`src/hw/idcmd_regs.svh`:
```
// constants for the identify words and idle/geometry command logic
// Function
// word 90 reports enhanced erase time code
// word 91 low byte holds power level
// bit 8 flags maximum security level
// bit 5 flags enhanced erase support
// expired flag aborts unlock/erase until reset
// bits 3..0 frozen, locked, enabled, supported
// bit 15 valid description, bit 14 zero
// bits 13/12 level1 absent or disabled
// low twelve bits give maximum current mA
// bit 0 key scheme, others reserved
// word 163 PIO max and selected codes
// word 163 DMA max and selected codes
// word 164 bits 2-0 io cycle
// word 164 bits 5-3 memory cycle
// word 164 bits 8-6 io udma max
// word 164 bits 11-9 memory udma max
// word 164 bits 14-12 selected udma
// bit 15 validates card udma fields
// idle commands: busy, idle, unbusy, interrupt
// idle count times 5 ms sets powerdown
// opcode 91h loads sectors and heads
// host writes bit 6 zero, max head
// reserved identify bits read zero
`ifndef IDCMD_REGS_SVH
`define IDCMD_REGS_SVH
`define OP_IDLE_A       8'h97
`define OP_IDLE_B       8'hE3
`define OP_IDLE_IMM_A   8'h95
`define OP_IDLE_IMM_B   8'hE1
`define OP_INIT_PARAMS  8'h91
`define OP_SEC_UNLOCK   8'hF2
`define OP_SEC_ERASE    8'hF4
`define WORD_ERASE_TIME 8'h5A
`define WORD_APM_LEVEL  8'h5B
`define WORD_SEC_STATUS 8'h80
`define WORD_POWER_REQ  8'hA0
`define WORD_KEY_MGMT   8'hA2
`define WORD_IDE_TIMING 8'hA3
`define WORD_CARD_TIMING 8'hA4
`define IDLE_TICK_NS    5000000
`define CLK_PERIOD_NS   100
`define IDLE_TICK_CYC   (`IDLE_TICK_NS / `CLK_PERIOD_NS)
`define DEF_SPT         8'h3F
`define DEF_HEADS       4'hF
`endif

```
`src/hw/idcmd_pkg.sv`:
```
// types shared by the identify and command logic
`default_nettype none
package idcmd_pkg;
    typedef struct packed {
        logic [7:0] opcode;
        logic [7:0] sec_count;
        logic [7:0] drive_head;
    } taskfile_s;
    typedef struct packed {
        logic [7:0] erase_time;
        logic [7:0] apm_level;
        logic       sec_max_level;
        logic       enh_erase_sup;
        logic       sec_frozen;
        logic       sec_locked;
        logic       sec_enabled;
        logic       sec_supported;
        logic       power_desc_valid;
        logic       no_level1_commands;
        logic       level1_commands_disabled;
        logic [11:0] max_current_ma;
        logic       key_scheme_sup;
        logic [2:0] pio_max;
        logic [2:0] dma_max;
        logic [2:0] pio_sel;
        logic [2:0] dma_sel;
        logic [2:0] io_cycle;
        logic [2:0] mem_cycle;
        logic [2:0] io_udma_max;
        logic [2:0] mem_udma_max;
        logic [2:0] udma_sel;
        logic       card_udma_valid;
    } ident_cfg_s;
    typedef enum logic [3:0] {
        ST_READY = 4'h1,
        ST_BUSY  = 4'h2,
        ST_DONE  = 4'h4,
        ST_ABORT = 4'h8
    } cmd_state_e;
endpackage
`default_nettype wire

```
`src/hw/ident_words.sv`:
```
// identify word mux for the power, security and timing words
`default_nettype none
`include "idcmd_regs.svh"
module ident_words
(
    input  wire logic [7:0]          word_idx,
    input  wire idcmd_pkg::ident_cfg_s cfg,
    input  wire logic                sec_expired,
    output logic [15:0]              word_data
);
    import idcmd_pkg::*;

    // reserved values in 3-bit codes are clipped to zero
    function automatic logic [2:0] clip(input logic [2:0] v, input logic [2:0] lim);
        clip = (v > lim) ? 3'h0 : v;
    endfunction

    // unlisted words and reserved bits read zero
    always_comb
    begin
        word_data = 16'h0000;
        case (word_idx)
            `WORD_ERASE_TIME: word_data = {8'h00, cfg.erase_time};
            `WORD_APM_LEVEL:  word_data = {8'h00, cfg.apm_level};
            `WORD_SEC_STATUS: word_data = {7'h00, cfg.sec_max_level & cfg.sec_enabled,
                                2'b00, cfg.enh_erase_sup, sec_expired, // see R3 see R4
                                cfg.sec_frozen, cfg.sec_locked, cfg.sec_enabled,
                                cfg.sec_supported};
            `WORD_POWER_REQ:  word_data = {cfg.power_desc_valid, 1'b0,
                                cfg.no_level1_commands, cfg.level1_commands_disabled,
                                cfg.max_current_ma};
            `WORD_KEY_MGMT:   word_data = {15'h0000, cfg.key_scheme_sup};
            `WORD_IDE_TIMING: word_data = {4'h0, clip(cfg.dma_sel, 3'h2),
                                clip(cfg.pio_sel, 3'h2), clip(cfg.dma_max, 3'h2),
                                clip(cfg.pio_max, 3'h2)};
            `WORD_CARD_TIMING: word_data = {cfg.card_udma_valid,
                                clip(cfg.udma_sel, 3'h6),
                                cfg.card_udma_valid ? clip(cfg.mem_udma_max, 3'h6) : 3'h0,
                                cfg.card_udma_valid ? clip(cfg.io_udma_max, 3'h6) : 3'h0,
                                clip(cfg.mem_cycle, 3'h3), // see R14 see R15
                                clip(cfg.io_cycle, 3'h3)};
            default:          word_data = 16'h0000;
        endcase
    end
endmodule
`default_nettype wire

```
`src/hw/idle_timer.sv`:
```
// automatic power-down timer counting 5 ms ticks
`default_nettype none
`include "idcmd_regs.svh"
module idle_timer
#(
    parameter int TICK_CYC = `IDLE_TICK_CYC
)
(
    input  wire logic       core_clk,
    input  wire logic       rst,
    input  wire logic       load,
    input  wire logic [7:0] count,
    input  wire logic       activity,
    output logic            powerdown
);
    logic [7:0]  reload_r;
    logic [7:0]  ticks_r;
    logic [31:0] div_r;
    logic        tick;

    assign tick = (div_r == TICK_CYC - 1);

    // prescaler gives one pulse per 5 ms
    always_ff @(posedge core_clk or posedge rst)
    begin
        if (rst)
            div_r <= 32'h00000000;
        else if (load || activity || tick)
            div_r <= 32'h00000000;
        else
            div_r <= div_r + 32'h00000001;
    end

    // zero count disables power-down
    always_ff @(posedge core_clk or posedge rst)
    begin
        if (rst)
        begin
            reload_r  <= 8'h00;
            ticks_r   <= 8'h00;
            powerdown <= 1'b0;
        end
        else if (load)
        begin
            reload_r  <= count;
            ticks_r   <= count;
            powerdown <= 1'b0;
        end
        else if (activity)
        begin
            ticks_r   <= reload_r;
            powerdown <= 1'b0;
        end
        else if (tick && reload_r != 8'h00 && !powerdown)
        begin
            if (ticks_r <= 8'h01)
                powerdown <= 1'b1;
            else
                ticks_r <= ticks_r - 8'h01;
        end
    end

    powerdown_clear_a: assert property (@(posedge core_clk) disable iff (rst)
        load && count == 8'h00 |=> !powerdown [*8])
        else $error("powerdown with zero count");
endmodule
`default_nettype wire

```
`src/hw/ata_identify_power_cmds.sv`:
```
// command executor for idle, idle immediate and geometry, plus identify words
`default_nettype none
`include "idcmd_regs.svh"
module ata_identify_power_cmds
#(
    parameter int TICK_CYC = `IDLE_TICK_CYC
)
(
    input  wire logic                  core_clk,
    input  wire logic                  rst,
    input  wire logic                  cmd_valid,
    input  wire idcmd_pkg::taskfile_s  cmd_tf,
    input  wire idcmd_pkg::ident_cfg_s cfg,
    input  wire logic                  sec_count_exhausted,
    input  wire logic                  host_activity,
    input  wire logic [7:0]            word_idx,
    output logic [15:0]                word_data,
    output logic                       busy_status_bit,
    output logic                       cmd_abort,
    output logic                       cmd_irq,
    output logic                       idle_mode,
    output logic                       powerdown,
    output logic                       sec_expired,
    output logic [7:0]                 sectors_per_track,
    output logic [3:0]                 head_max
);
    import idcmd_pkg::*;

    cmd_state_e state_r;
    cmd_state_e state_nxt;
    logic       is_idle;
    logic       is_idle_imm;
    logic       is_geom;
    logic       is_sec_blocked;
    logic       timer_load;
    logic [7:0] count_r;
    logic       is_idle_r;
    logic       go_idle_r;

    // decode an opcode against its two aliases
    function automatic logic op_is(input logic [7:0] op, input logic [7:0] a,
                                   input logic [7:0] b);
        op_is = (op == a) || (op == b);
    endfunction

    assign is_idle        = op_is(cmd_tf.opcode, `OP_IDLE_A, `OP_IDLE_B);
    assign is_idle_imm    = op_is(cmd_tf.opcode, `OP_IDLE_IMM_A, `OP_IDLE_IMM_B);
    assign is_geom        = op_is(cmd_tf.opcode, `OP_INIT_PARAMS, `OP_INIT_PARAMS);
    assign is_sec_blocked = sec_expired && op_is(cmd_tf.opcode, `OP_SEC_UNLOCK, `OP_SEC_ERASE);
    assign timer_load     = (state_r == ST_BUSY) && is_idle_r;

    // expire flag only ends on reset; reset wins while it stands
    always_ff @(posedge core_clk or posedge rst)
    begin
        if (rst)
            sec_expired <= 1'b0;
        else if (sec_count_exhausted)
            sec_expired <= 1'b1;
    end

    // command sequence: busy, act, unbusy with interrupt
    always_comb
    begin
        state_nxt = state_r;
        case (state_r)
            ST_READY:
            begin
                if (cmd_valid && is_sec_blocked)
                    state_nxt = ST_ABORT;
                else if (cmd_valid && (is_idle || is_idle_imm || is_geom))
                    state_nxt = ST_BUSY;
            end
            ST_BUSY:  state_nxt = ST_DONE;
            ST_DONE:  state_nxt = ST_READY;
            ST_ABORT: state_nxt = ST_READY;
            default:  state_nxt = ST_READY;
        endcase
    end

    always_ff @(posedge core_clk or posedge rst)
    begin
        if (rst)
            state_r <= ST_READY;
        else
            state_r <= state_nxt;
    end

    // latch the command kind and count at acceptance
    always_ff @(posedge core_clk or posedge rst)
    begin
        if (rst)
        begin
            is_idle_r <= 1'b0;
            go_idle_r <= 1'b0;
            count_r   <= 8'h00;
        end
        else if (state_r == ST_READY && cmd_valid)
        begin
            is_idle_r <= is_idle;
            go_idle_r <= is_idle || is_idle_imm;
            count_r   <= cmd_tf.sec_count;
        end
    end

    // geometry load; only count and head fields used
    always_ff @(posedge core_clk or posedge rst)
    begin
        if (rst)
        begin
            sectors_per_track <= `DEF_SPT;
            head_max          <= `DEF_HEADS;
        end
        else if (state_r == ST_READY && cmd_valid && is_geom && !is_sec_blocked)
        begin
            sectors_per_track <= cmd_tf.sec_count;
            head_max          <= cmd_tf.drive_head[3:0];
        end
    end

    // idle mode entered on the edge that ends busy, together with the interrupt
    always_ff @(posedge core_clk or posedge rst)
    begin
        if (rst)
            idle_mode <= 1'b0;
        else if (state_r == ST_BUSY && go_idle_r)
            idle_mode <= 1'b1;
        else if (host_activity)
            idle_mode <= 1'b0;
    end

    // status outputs are registered so busy drops with the interrupt pulse
    always_ff @(posedge core_clk or posedge rst)
    begin
        if (rst)
        begin
            busy_status_bit <= 1'b0;
            cmd_irq         <= 1'b0;
            cmd_abort       <= 1'b0;
        end
        else
        begin
            busy_status_bit <= (state_nxt == ST_BUSY);
            cmd_irq         <= (state_nxt == ST_DONE) || (state_nxt == ST_ABORT);
            cmd_abort       <= (state_nxt == ST_ABORT);
        end
    end

    idle_timer #(
        .TICK_CYC (TICK_CYC)
    ) u_timer (
        .core_clk  (core_clk),
        .rst       (rst),
        .load      (timer_load),
        .count     (count_r),
        .activity  (host_activity),
        .powerdown (powerdown)
    );

    ident_words u_words (
        .word_idx    (word_idx),
        .cfg         (cfg),
        .sec_expired (sec_expired),
        .word_data   (word_data)
    );

    // accepted idle: busy, then unbusy with interrupt and idle mode
    idle_sequence_a: assert property (@(posedge core_clk) disable iff (rst)
        state_r == ST_READY && cmd_valid && (is_idle || is_idle_imm) && !is_sec_blocked
        |=> busy_status_bit ##1 !busy_status_bit && cmd_irq && idle_mode)
        else $error("idle sequence wrong");

    // busy stands for exactly one cycle
    busy_pulse_a: assert property (@(posedge core_clk) disable iff (rst)
        busy_status_bit |=> !busy_status_bit)
        else $error("busy held too long");

    // interrupt is a single pulse, never beside busy
    irq_pulse_a: assert property (@(posedge core_clk) disable iff (rst)
        cmd_irq |-> !busy_status_bit ##1 !cmd_irq)
        else $error("interrupt pulse wrong");

    // commands offered while not ready are refused
    refuse_busy_a: assert property (@(posedge core_clk) disable iff (rst)
        state_r != ST_READY |=> !busy_status_bit)
        else $error("command taken while busy");

    // blocked security commands answer at once, never busy
    expired_abort_a: assert property (@(posedge core_clk) disable iff (rst)
        state_r == ST_READY && cmd_valid && is_sec_blocked |=> cmd_abort && !busy_status_bit)
        else $error("blocked command not aborted");

    // an abort always comes with the interrupt
    abort_irq_a: assert property (@(posedge core_clk) disable iff (rst)
        cmd_abort |-> cmd_irq && !busy_status_bit)
        else $error("abort without interrupt");

    // only reset ends the expired state
    expired_sticky_a: assert property (@(posedge core_clk) disable iff (rst)
        sec_expired |=> sec_expired)
        else $error("expire flag cleared");

    // status word mirrors the expired flag
    expire_bit_a: assert property (@(posedge core_clk) disable iff (rst)
        word_idx == `WORD_SEC_STATUS |-> word_data[4] == sec_expired)
        else $error("expire bit mismatch");

    // geometry takes sector count and head field one cycle after take
    geometry_load_a: assert property (@(posedge core_clk) disable iff (rst)
        state_r == ST_READY && cmd_valid && is_geom && !is_sec_blocked
        |=> sectors_per_track == $past(cmd_tf.sec_count)
            && head_max == $past(cmd_tf.drive_head[3:0]))
        else $error("geometry not loaded");

    // geometry stays put unless a geometry command is taken
    geometry_hold_a: assert property (@(posedge core_clk) disable iff (rst)
        !(state_r == ST_READY && cmd_valid && is_geom)
        |=> $stable(sectors_per_track) && $stable(head_max))
        else $error("geometry changed unasked");

    // geometry runs the same busy and interrupt sequence
    geometry_seq_a: assert property (@(posedge core_clk) disable iff (rst)
        state_r == ST_READY && cmd_valid && is_geom |=> busy_status_bit ##1 cmd_irq)
        else $error("geometry sequence wrong");

    // erase time code passes through unchanged
    erase_word_a: assert property (@(posedge core_clk) disable iff (rst)
        word_idx == `WORD_ERASE_TIME |-> word_data == {8'h00, cfg.erase_time})
        else $error("erase word wrong");

    // power level in the low byte only
    apm_word_a: assert property (@(posedge core_clk) disable iff (rst)
        word_idx == `WORD_APM_LEVEL |-> word_data == {8'h00, cfg.apm_level})
        else $error("apm word wrong");

    // level bit only means something with security enabled
    level_bit_a: assert property (@(posedge core_clk) disable iff (rst)
        word_idx == `WORD_SEC_STATUS |-> word_data[8] == (cfg.sec_max_level && cfg.sec_enabled))
        else $error("level bit wrong");

    // enhanced erase support flag
    enh_erase_a: assert property (@(posedge core_clk) disable iff (rst)
        word_idx == `WORD_SEC_STATUS |-> word_data[5] == cfg.enh_erase_sup)
        else $error("enhanced erase bit wrong");

    // frozen, locked, enabled and supported in the low nibble
    sec_flags_a: assert property (@(posedge core_clk) disable iff (rst)
        word_idx == `WORD_SEC_STATUS
        |-> word_data[3:0] == {cfg.sec_frozen, cfg.sec_locked, cfg.sec_enabled, cfg.sec_supported})
        else $error("security flags wrong");

    // reserved bit low, current passed through
    power_rsv_a: assert property (@(posedge core_clk) disable iff (rst)
        word_idx == `WORD_POWER_REQ |-> !word_data[14] && word_data[11:0] == cfg.max_current_ma)
        else $error("power word wrong");

    // level 1 command flags
    power_flags_a: assert property (@(posedge core_clk) disable iff (rst)
        word_idx == `WORD_POWER_REQ
        |-> word_data[13:12] == {cfg.no_level1_commands, cfg.level1_commands_disabled})
        else $error("level1 flags wrong");

    // only the key scheme bit may be set
    key_rsv_a: assert property (@(posedge core_clk) disable iff (rst)
        word_idx == `WORD_KEY_MGMT |-> word_data[15:1] == 15'h0000)
        else $error("key word reserved set");

    // pio code never reserved, top nibble clear
    timing_rsv_a: assert property (@(posedge core_clk) disable iff (rst)
        word_idx == `WORD_IDE_TIMING |-> word_data[15:12] == 4'h0 && word_data[2:0] < 3'h3)
        else $error("ide timing word wrong");

    // dma codes never reserved
    dma_code_a: assert property (@(posedge core_clk) disable iff (rst)
        word_idx == `WORD_IDE_TIMING |-> word_data[5:3] < 3'h3 && word_data[11:9] < 3'h3)
        else $error("dma code reserved");

    // io cycle code never reserved
    io_cycle_a: assert property (@(posedge core_clk) disable iff (rst)
        word_idx == `WORD_CARD_TIMING |-> word_data[2:0] < 3'h4)
        else $error("io cycle code reserved");

    // memory cycle code never reserved
    mem_cycle_a: assert property (@(posedge core_clk) disable iff (rst)
        word_idx == `WORD_CARD_TIMING |-> word_data[5:3] < 3'h4)
        else $error("memory cycle code reserved");

    // io udma maximum never reserved
    udma_io_a: assert property (@(posedge core_clk) disable iff (rst)
        word_idx == `WORD_CARD_TIMING |-> word_data[8:6] != 3'h7)
        else $error("io udma code reserved");

    // memory udma maximum never reserved
    udma_mem_a: assert property (@(posedge core_clk) disable iff (rst)
        word_idx == `WORD_CARD_TIMING |-> word_data[11:9] != 3'h7)
        else $error("memory udma code reserved");

    // selected udma never reserved
    udma_sel_a: assert property (@(posedge core_clk) disable iff (rst)
        word_idx == `WORD_CARD_TIMING |-> word_data[14:12] != 3'h7)
        else $error("selected udma reserved");

    // top bit follows the valid flag
    card_valid_a: assert property (@(posedge core_clk) disable iff (rst)
        word_idx == `WORD_CARD_TIMING |-> word_data[15] == cfg.card_udma_valid)
        else $error("udma valid bit wrong");

    // without the valid flag the udma maximum fields read zero
    udma_valid_a: assert property (@(posedge core_clk) disable iff (rst)
        word_idx == `WORD_CARD_TIMING && !cfg.card_udma_valid |-> word_data[11:6] == 6'h00)
        else $error("udma fields without valid");

    // any other word reads zero
    unlisted_word_a: assert property (@(posedge core_clk) disable iff (rst)
        !(word_idx inside {`WORD_ERASE_TIME, `WORD_APM_LEVEL, `WORD_SEC_STATUS,
          `WORD_POWER_REQ, `WORD_KEY_MGMT, `WORD_IDE_TIMING, `WORD_CARD_TIMING})
        |-> word_data == 16'h0000)
        else $error("unlisted word not zero");
endmodule
`default_nettype wire

```
`config.mk`:
```
export PLATFORM = sky130hd
export DESIGN_NAME = ata_identify_power_cmds
export DESIGN_NICKNAME = d
export VERILOG_FILES = /design/src/hw/idcmd_pkg.sv /design/src/hw/ident_words.sv /design/src/hw/idle_timer.sv /design/src/hw/ata_identify_power_cmds.sv
export VERILOG_INCLUDE_DIRS = /design/src /design/src/hw
export SDC_FILE = /design/constraint.sdc
export NUM_CORES = 1
export LEC_CHECK = 0
export BUFFER_PORTS_ARGS = -buffer_cell sky130_fd_sc_hd__buf_2
export CAP_MARGIN = 10
export CORE_MARGIN = 2
export CORE_UTILIZATION = 47
export CTS_CLUSTER_SIZE = 24
export DETAILED_ROUTE_END_ITERATION = 7
export HOLD_SLACK_MARGIN = 0.1
export PLACE_DENSITY = 0.77
export SYNTH_ARGS = -nofsm -noshare
export SYNTH_HDL_FRONTEND = slang
export SYNTH_HIERARCHICAL = 1
export SYNTH_SLANG_ARGS = --single-unit
```
`constraint.sdc`:
```
create_clock -name core_clk -period 1.8 [get_ports core_clk]
set_input_delay 0 -clock core_clk [delete_from_list [all_inputs] [get_ports core_clk]]
set_output_delay 0 -clock core_clk [all_outputs]
set_load 0.05 [all_outputs]
```
==> results_dict.tcl, run 1 <==
set metrics [dict create \
    start_util_pct 48.80 \
    seqCellArea_um2 2016 \
    setup_viol 39 \
    area_growth_pct 42.44 \
    avgSynthCellArea_um2 10.16 \
    relSlewSlack_pct 43.22 \
    final_util_pct 69.51 \
    cp.required_ns 2.05 \
    insertion_delay_ns 0.36 \
    synthDistinctLibCells 62 \
    cts_num_sinks 80 \
    cts-root-buf "clkbuf_8" \
    endpoint_kind "flip-flop" \
    cts_buffers 9 \
    cp_data_arrival_time_ns 2.15 \
    final_area_um2 6484 \
    synth_edf_count 0 \
    crit_top_cell "buf_4" \
    p_leak_nw 3.165 \
    crit_fanout 4 \
    rr_worst_depth 8 \
    ir_worst_vdd_v 0.0004534 \
    grtUsageTotal_pct 26.40 \
    crit_chain "buf_4, nand3_1, nor4_1, buf_4, nand4_1, or2_2, xor2_1, nor2_4" \
    ys_ff_latch 80 \
    layout_commonest_cell "buf_2" \
    synth-adder-area-share_pct 0.8246 \
    ios 137 \
    clock.fmax_ghz 0.5245 \
    synth-simple-area-share_pct 26.20 \
    whs_path_depth 4 \
    synth-xor-area-share_pct 6.350 \
    cpPeakStageDelay_ns 0.37 \
    grt_max_degree 32 \
    rows 35 \
    drv_slew 0 \
    hp-class "primary input to flip-flop" \
    cap_violations 0 \
    drive_above_1_share_pct 45.10 \
    placed_cell_area_um2 5817 \
    path_class "flip-flop to flip-flop" \
    cts.htree.levels 3 \
    ys_async_sr_fraction_pct 100.0 \
    rsz0062_at_grt "yes" \
    die_area_um2 10490 \
    synthMuxAreaShare_pct 9.291 \
    drt-pass1-iter-count 5 \
    io_buffer_count 132 \
    core-area_um2 9328 \
    setup_ws_ns -0.1065 \
    tightest_slew_ns 0.8465 \
    grt_pass1_wl_um 21510 \
    via_count 4461 \
    synth_seq_area_share_pct 44.28 \
    power.density_nw_per_um2 645.1 \
    hold_violations 0 \
    synth_top_family_by_area "simple AND/OR/NAND/NOR gates" \
    path_buf_inv 2 \
    nFillCells 654 \
    status "finished with violations" \
    wl_per_cell_um 16.98 \
    drc 0 \
    antenna_left 0 \
    synth_compound_area_share_pct 9.566 \
    fp.dieH_um 102.4 \
    hold_end "state_r[1]" \
    final_cell_mix "buf_2 (132), dfrtp_1 (69), buf_4 (65)" \
    grt_pass1_vias 4583 \
    syn_area_um2 4552 \
    timing.rr.start "u_timer/div_r[4]" \
    cp-start-kind "flip-flop" \
    gp_congestion 0.9502 \
    worst_r2r_endpoint "u_timer/div_r[15]" \
    synthesis.nets 554 \
    min_period_ns 1.906 \
    nets 775 \
    yosysWarnings 6 \
    power_w 0.004182 \
    antenna_found_initial 1 \
    path_delay_family "simple AND/OR/NAND/NOR gates" \
    synthCells 448 \
    drt-total-wl_um 13650 \
    synthFlopType "dfrtp_1" \
    multi_input_comb_area_um2 2529 \
    finalCritPeriodShare_pct 105.9 \
    post_drt_via_cell_ratio 5.549 \
    first_iter_violations 310 \
    clk_pin_slew_ns 0.09 \
    cts_max_path_buffers 2 \
    hpwl_um 9481 \
    die_x_um 102.4 \
    r2r_slack_ns -0.11 \
    crit_slowest_cell "dfrtp_1" \
    grt_overflow 0 \
    hp-start "cmd_tf[21]" \
    fin_skew_ns 0.01004 \
    cts_tree "done" \
    violations "setup timing" \
]
-- power breakdown --
part / leakage, nW / switching, W / total (W) / internal [W]
sequential: 1.05 / 0.0000449 / 0.00191 / 0.00186
combinational: 2.00 / 0.000369 / 0.000719 / 0.000350
clock: 0.119 / 0.000738 / 0.00155 / 0.000816
-- how the worst max path moves through the flow --
stage | start | to | slack (ns) | cells after the start
3_5_place_dp | u_timer/div_r[28] | u_timer/ticks_r[0] | -0.14 | 6
4_1_cts | u_timer/div_r[22] | u_timer/ticks_r[3] | -0.12 | 6
3_3_place_gp | u_timer/div_r[28] | u_timer/ticks_r[0] | -0.1 | 6
6_report | u_timer/div_r[4] | u_timer/div_r[15] | -0.11 | 8
5_1_grt | u_timer/div_r[5] | u_timer/div_r[15] | -0.18 | 8
2_1_floorplan | u_timer/ticks_r[3] | u_timer/ticks_r[2] | -0.06 | 5
-- worst reg2reg max path: stages, from the launching register on --
cell and delay [ns]:
dfrtp_1 0.37, buf_4 0.14, nand3_1 0.11, nor4_1 0.29, buf_4 0.17, nand4_1 0.11
or2_2 0.32, xor2_1 0.24, nor2_4 0.06
-- repair_timing --
| item | CTS | global route |
|---|---|---|
| endpoints found under the setup margin | 50 | 52 |
| endpoints found under the hold margin | 79 | 0 |
| cloned | 0 | 2 |
| resized for setup | 5 | 30 |
| pin swaps | 3 | 13 |
| hold buffers | 23 | 0 |
| setup buffers | 3 | 2 |
-- sequential cells by signal, summed over array words and instances (netlist names) --
| signal | cells |
|---|---|
| state_r | 4 |
| sectors_per_track | 8 |
| cmd_irq | 1 |
| is_idle_r | 1 |
| count_r | 8 |
| u_timer/ticks_r | 8 |
| sec_expired | 1 |
| head_max | 4 |
| busy_status_bit | 1 |
| u_timer/div_r | 32 |
| cmd_abort | 1 |
| go_idle_r | 1 |
| u_timer/powerdown | 1 |
| u_timer/reload_r | 8 |
| idle_mode | 1 |
-- stage by stage --
stage | instances | TNS [ns] | hold WS [ns] | worst slack, ns
after floorplan | 448 | -0.5753 | 0.09535 | -0.05534
after global placement | 757 | -1.943 | 0.09531 | -0.09982
after detailed placement | 757 | -3.318 | 0.1039 | -0.1386
after CTS | 799 | -3.315 | 0.1166 | -0.1171
after global routing | 804 | -5.238 | 0.1695 | -0.1792
final | 804 | -1.721 | 0.1553 | -0.1065
-- Yosys cell counts (4+ instances only) --
cell | instances | area [um^2]
a21oi_1 | 11 | 55.05
a221o_1 | 4 | 40.04
and3_1 | 12 | 75.07
buf_2 | 4 | 20.02
buf_4 | 4 | 30.03
buf_6 | 4 | 45.04
clkbuf_1 | 5 | 18.77
dfrtp_1 | 69 | 1727
dfstp_2 | 11 | 289.0
inv_1 | 12 | 45.04
mux2_2 | 25 | 281.5
mux2i_1 | 13 | 130.1
nand2_1 | 37 | 138.9
nand3_1 | 14 | 70.07
nand3b_1 | 4 | 30.03
nand4_1 | 12 | 75.07
nor2_1 | 58 | 217.7
nor2b_1 | 7 | 43.79
nor3_1 | 11 | 55.05
nor4_1 | 6 | 37.54
nor4b_1 | 8 | 70.07
o21ai_0 | 12 | 60.06
o22ai_1 | 7 | 43.79
or2_2 | 4 | 25.02
or4_1 | 4 | 30.03
xnor2_1 | 9 | 78.83
xor2_1 | 24 | 210.2
-- layer usage --
layer  track usage, %  vias to the layer above  wire length [um]
met5                0                        -                 0
met4            8.821                        0               359
met3            5.404                       28               853
met2            48.28                      209              7216
met1            30.86                     2169              5223
li1                 -                     2055                 -
-- cell families after synthesis --
kind of cell / Yosys count
muxes: 39
buffers and inverters: 29
adders and majority gates: 3
xor gates and xnor gates: 33
DFF: 80
and+or+nand+nor: 204
AOI/OAI and AO/OA: 60
-- cell type report --
type | instances | area share (%)
Timing Repair Buffer | 227 | 23.10
Sequential cell | 80 | 31.09
Multi-Input combinational cell | 339 | 39.00
Tap cell | 129 | 2.489
Antenna cell | 1 | 0.03860
Inverter | 12 | 0.6947
Clock inverter | 7 | 1.679
Clock buffer | 9 | 1.910
Power figures use the tool's default switching activity.
==> run 2, diff against run 1 <==
--- a/config.mk
+++ b/config.mk
@@ -6,14 +6,14 @@
 export SDC_FILE = /design/constraint.sdc
 export NUM_CORES = 1
 export LEC_CHECK = 0
-export BUFFER_PORTS_ARGS = -buffer_cell sky130_fd_sc_hd__buf_2
+export BUFFER_PORTS_ARGS = -buffer_cell sky130_fd_sc_hd__buf_4
 export CAP_MARGIN = 10
-export CORE_MARGIN = 2
+export CORE_MARGIN = 5
 export CORE_UTILIZATION = 47
 export CTS_CLUSTER_SIZE = 24
 export DETAILED_ROUTE_END_ITERATION = 7
 export HOLD_SLACK_MARGIN = 0.1
-export PLACE_DENSITY = 0.77
+export PLACE_DENSITY = 0.87
 export SYNTH_ARGS = -nofsm -noshare
 export SYNTH_HDL_FRONTEND = slang
 export SYNTH_HIERARCHICAL = 1
==> run 2 against run 1 <==
Compared with the run above:
- the flow still finishes with violations (setup timing)
- core utilization up 5.5 points
- sequential cell count unchanged
- routed wire length grew 27%
- die area up 12%
- highest routed layer unchanged
==> results_dict.tcl, run 2 (same netlist as run 1, synthesis figures left out) <==
set metrics [dict create \
    status "finished with violations" \
    violations "setup timing" \
    gp_congestion 0.9334 \
    rows 36 \
    cts_num_sinks 80 \
    p_switching_w 0.001298 \
    antenna_found_initial 0 \
    cp.required_ns 2.05 \
    rsz0062_at_grt "yes" \
    grt_pass1_wl_um 23260 \
    fp.dieH_um 108.4 \
    cpPeakStageDelay_ns 0.41 \
    nFillCells 546 \
    antenna_cells 0 \
    path_class "flip-flop to flip-flop" \
    grt_pass1_vias 4788 \
    path_buf_inv 1 \
    final_util_pct 75.01 \
    setup_ws_ns -0.2181 \
    comb_power_share_pct 21.0 \
    antenna_left 0 \
    nets 785 \
    grt_overflow 0 \
    cts_buffers 9 \
    ir_worst_vdd_v 0.0004141 \
    cp_data_arrival_time_ns 2.27 \
    tightest_slew_ns 0.7441 \
    finalCritPeriodShare_pct 112.1 \
    p_seq_share_pct 44.7 \
    p_int_w 0.003006 \
    cts-root-buf "clkbuf_8" \
    layout_commonest_cell "buf_4" \
    cts_tree "done" \
    hp-class "primary input to asynchronous set/reset pin" \
    clk_pin_slew_ns 0.10 \
    drive_above_1_share_pct 50.58 \
    grt_max_degree 31 \
    largest-register "u_timer/div_r" \
    wl_per_cell_um 21.25 \
    largest_reg_flops 32 \
    via_count 4755 \
    io_buffer_count 132 \
    hpwl_um 9960 \
    endpoint_kind "flip-flop" \
    drv_slew 0 \
    power.density_nw_per_um2 598.1 \
    die_area_um2 11750 \
    first_iter_violations 319 \
    area_growth_pct 58.11 \
    cts_max_path_buffers 2 \
    start_util_pct 47.44 \
    final_cell_mix "buf_4 (196), dfrtp_1 (69), nand2_1 (35)" \
    ios 137 \
    cap_violations 0 \
    cts.htree.levels 3 \
    hold_violations 0 \
    clock.fmax_ghz 0.4955 \
    fin_skew_ns 0.01645 \
    crit_slowest_cell "dfrtp_1" \
    p_leak_nw 3.308 \
    crit_fanout 8 \
    drt-pass1-iter-count 7 \
    die_x_um 108.4 \
    min_period_ns 2.018 \
    post_drt_via_cell_ratio 5.820 \
    setup_viol 50 \
    hold_slack_ns 0.2217 \
    sw_frac_of_total_pct 30.16 \
    grtUsageTotal_pct 25.31 \
    relSlewSlack_pct 50.09 \
    crit_chain "nor4b_2, and2_2, buf_4, mux2_2, nor2_1, a211oi_2" \
    path_delay_family "simple AND/OR/NAND/NOR gates" \
    drt-total-wl_um 17360 \
    core-area_um2 9594 \
    cp-start-kind "flip-flop" \
    p_clk_share_pct 34.3 \
    insertion_delay_ns 0.37 \
    drc 0 \
]
-- run 2: cell count changes in the layout (fill, tap and decap cells not counted), sizes merged --
| cell | delta |
|---|---|
| buf | +4 |
| bufinv | -1 |
| clkbuf | +2 |
| clkinvlp | +1 |
| diode | -1 |
| dlygate4sd3 | +4 |
-- run 2: final cells by class --
type                       instances  area, um^2  share of cell area, %
clock buffer                       9       123.9                  1.721
clock inverter                     7       86.33                  1.200
inverter                          12       45.04                 0.6259
multi-input combinational        339        2784                  38.68
sequential                        80        2016                  28.01
tap                              133       166.4                  2.312
timing repair buffer             237        1976                  27.45
-- run 2: power groups by stage --
stage	registers [W]	clock network, W	logic [W]
3_3_place_gp	0.00194	0	0.000684
6_report	0.00192	0.00148	0.000905
4_1_cts	0.00191	0.00144	0.000767
5_1_grt	0.00193	0.00156	0.000950
2_1_floorplan	0.00199	0	0.000305
3_5_place_dp	0.00194	0	0.000707
-- run 2: final timing paths --
check                                            end        from  slack, ns  cells past startpoint
worst max-delay path              u_timer/ticks_r[5]  state_r[3]      -0.22                      6
min in group core_clk                      cmd_abort   cmd_valid       0.26                      5
worst min register to register             is_idle_r   is_idle_r       0.50                      2
worst min-delay path             u_timer/reload_r[6]         rst       0.22                      3
worst max register to register    u_timer/ticks_r[5]  state_r[3]      -0.22                      6
max in group asynchronous       sectors_per_track[2]         rst       0.58                      5
-- run 2: per-layer routing --
| metal | vias to the layer above | wire [um] | track usage (%) |
|---|---|---|---|
| li1 | 2070 | - | - |
| met1 | 2305 | 6181 | 28.71 |
| met2 | 291 | 9078 | 45.10 |
| met3 | 89 | 1201 | 5.075 |
| met4 | 0 | 897 | 12.53 |
| met5 | - | 0 | 0 |
-- run 2: per-stage QoR --
step / worst slack [ns] / total power [W] / instances / setup TNS, ns / instance area, um^2
global placement: -0.1143 / 0.002619 / 757 / -1.970 / 6135
floorplan: -0.05534 / 0.002293 / 448 / -0.5753 / 4584
CTS: -0.1548 / 0.004114 / 802 / -3.626 / 6648
detailed placement: -0.1332 / 0.002649 / 757 / -2.274 / 6135
global route: -0.2974 / 0.004441 / 817 / -10.87 / 7197
finish: -0.2181 / 0.004305 / 817 / -7.610 / 7197
-- run 2: worst register-to-register path, stage by stage (launching register included) --
cell and delay, ns:
dfrtp_1 0.41, nor4b_2 0.41, and2_2 0.30, buf_4 0.21
mux2_2 0.37, nor2_1 0.15, a211oi_2 0.04
-- run 2: timing repair --
action / CTS / global route
setup endpoints to repair: 48 / 54
pin swaps: 6 / 39
hold buffers: 26 / 2
resized for setup: 6 / 96
gates cloned: 0 / 3
endpoints found under the hold margin: 102 / 2
buffers inserted: 3 / 11
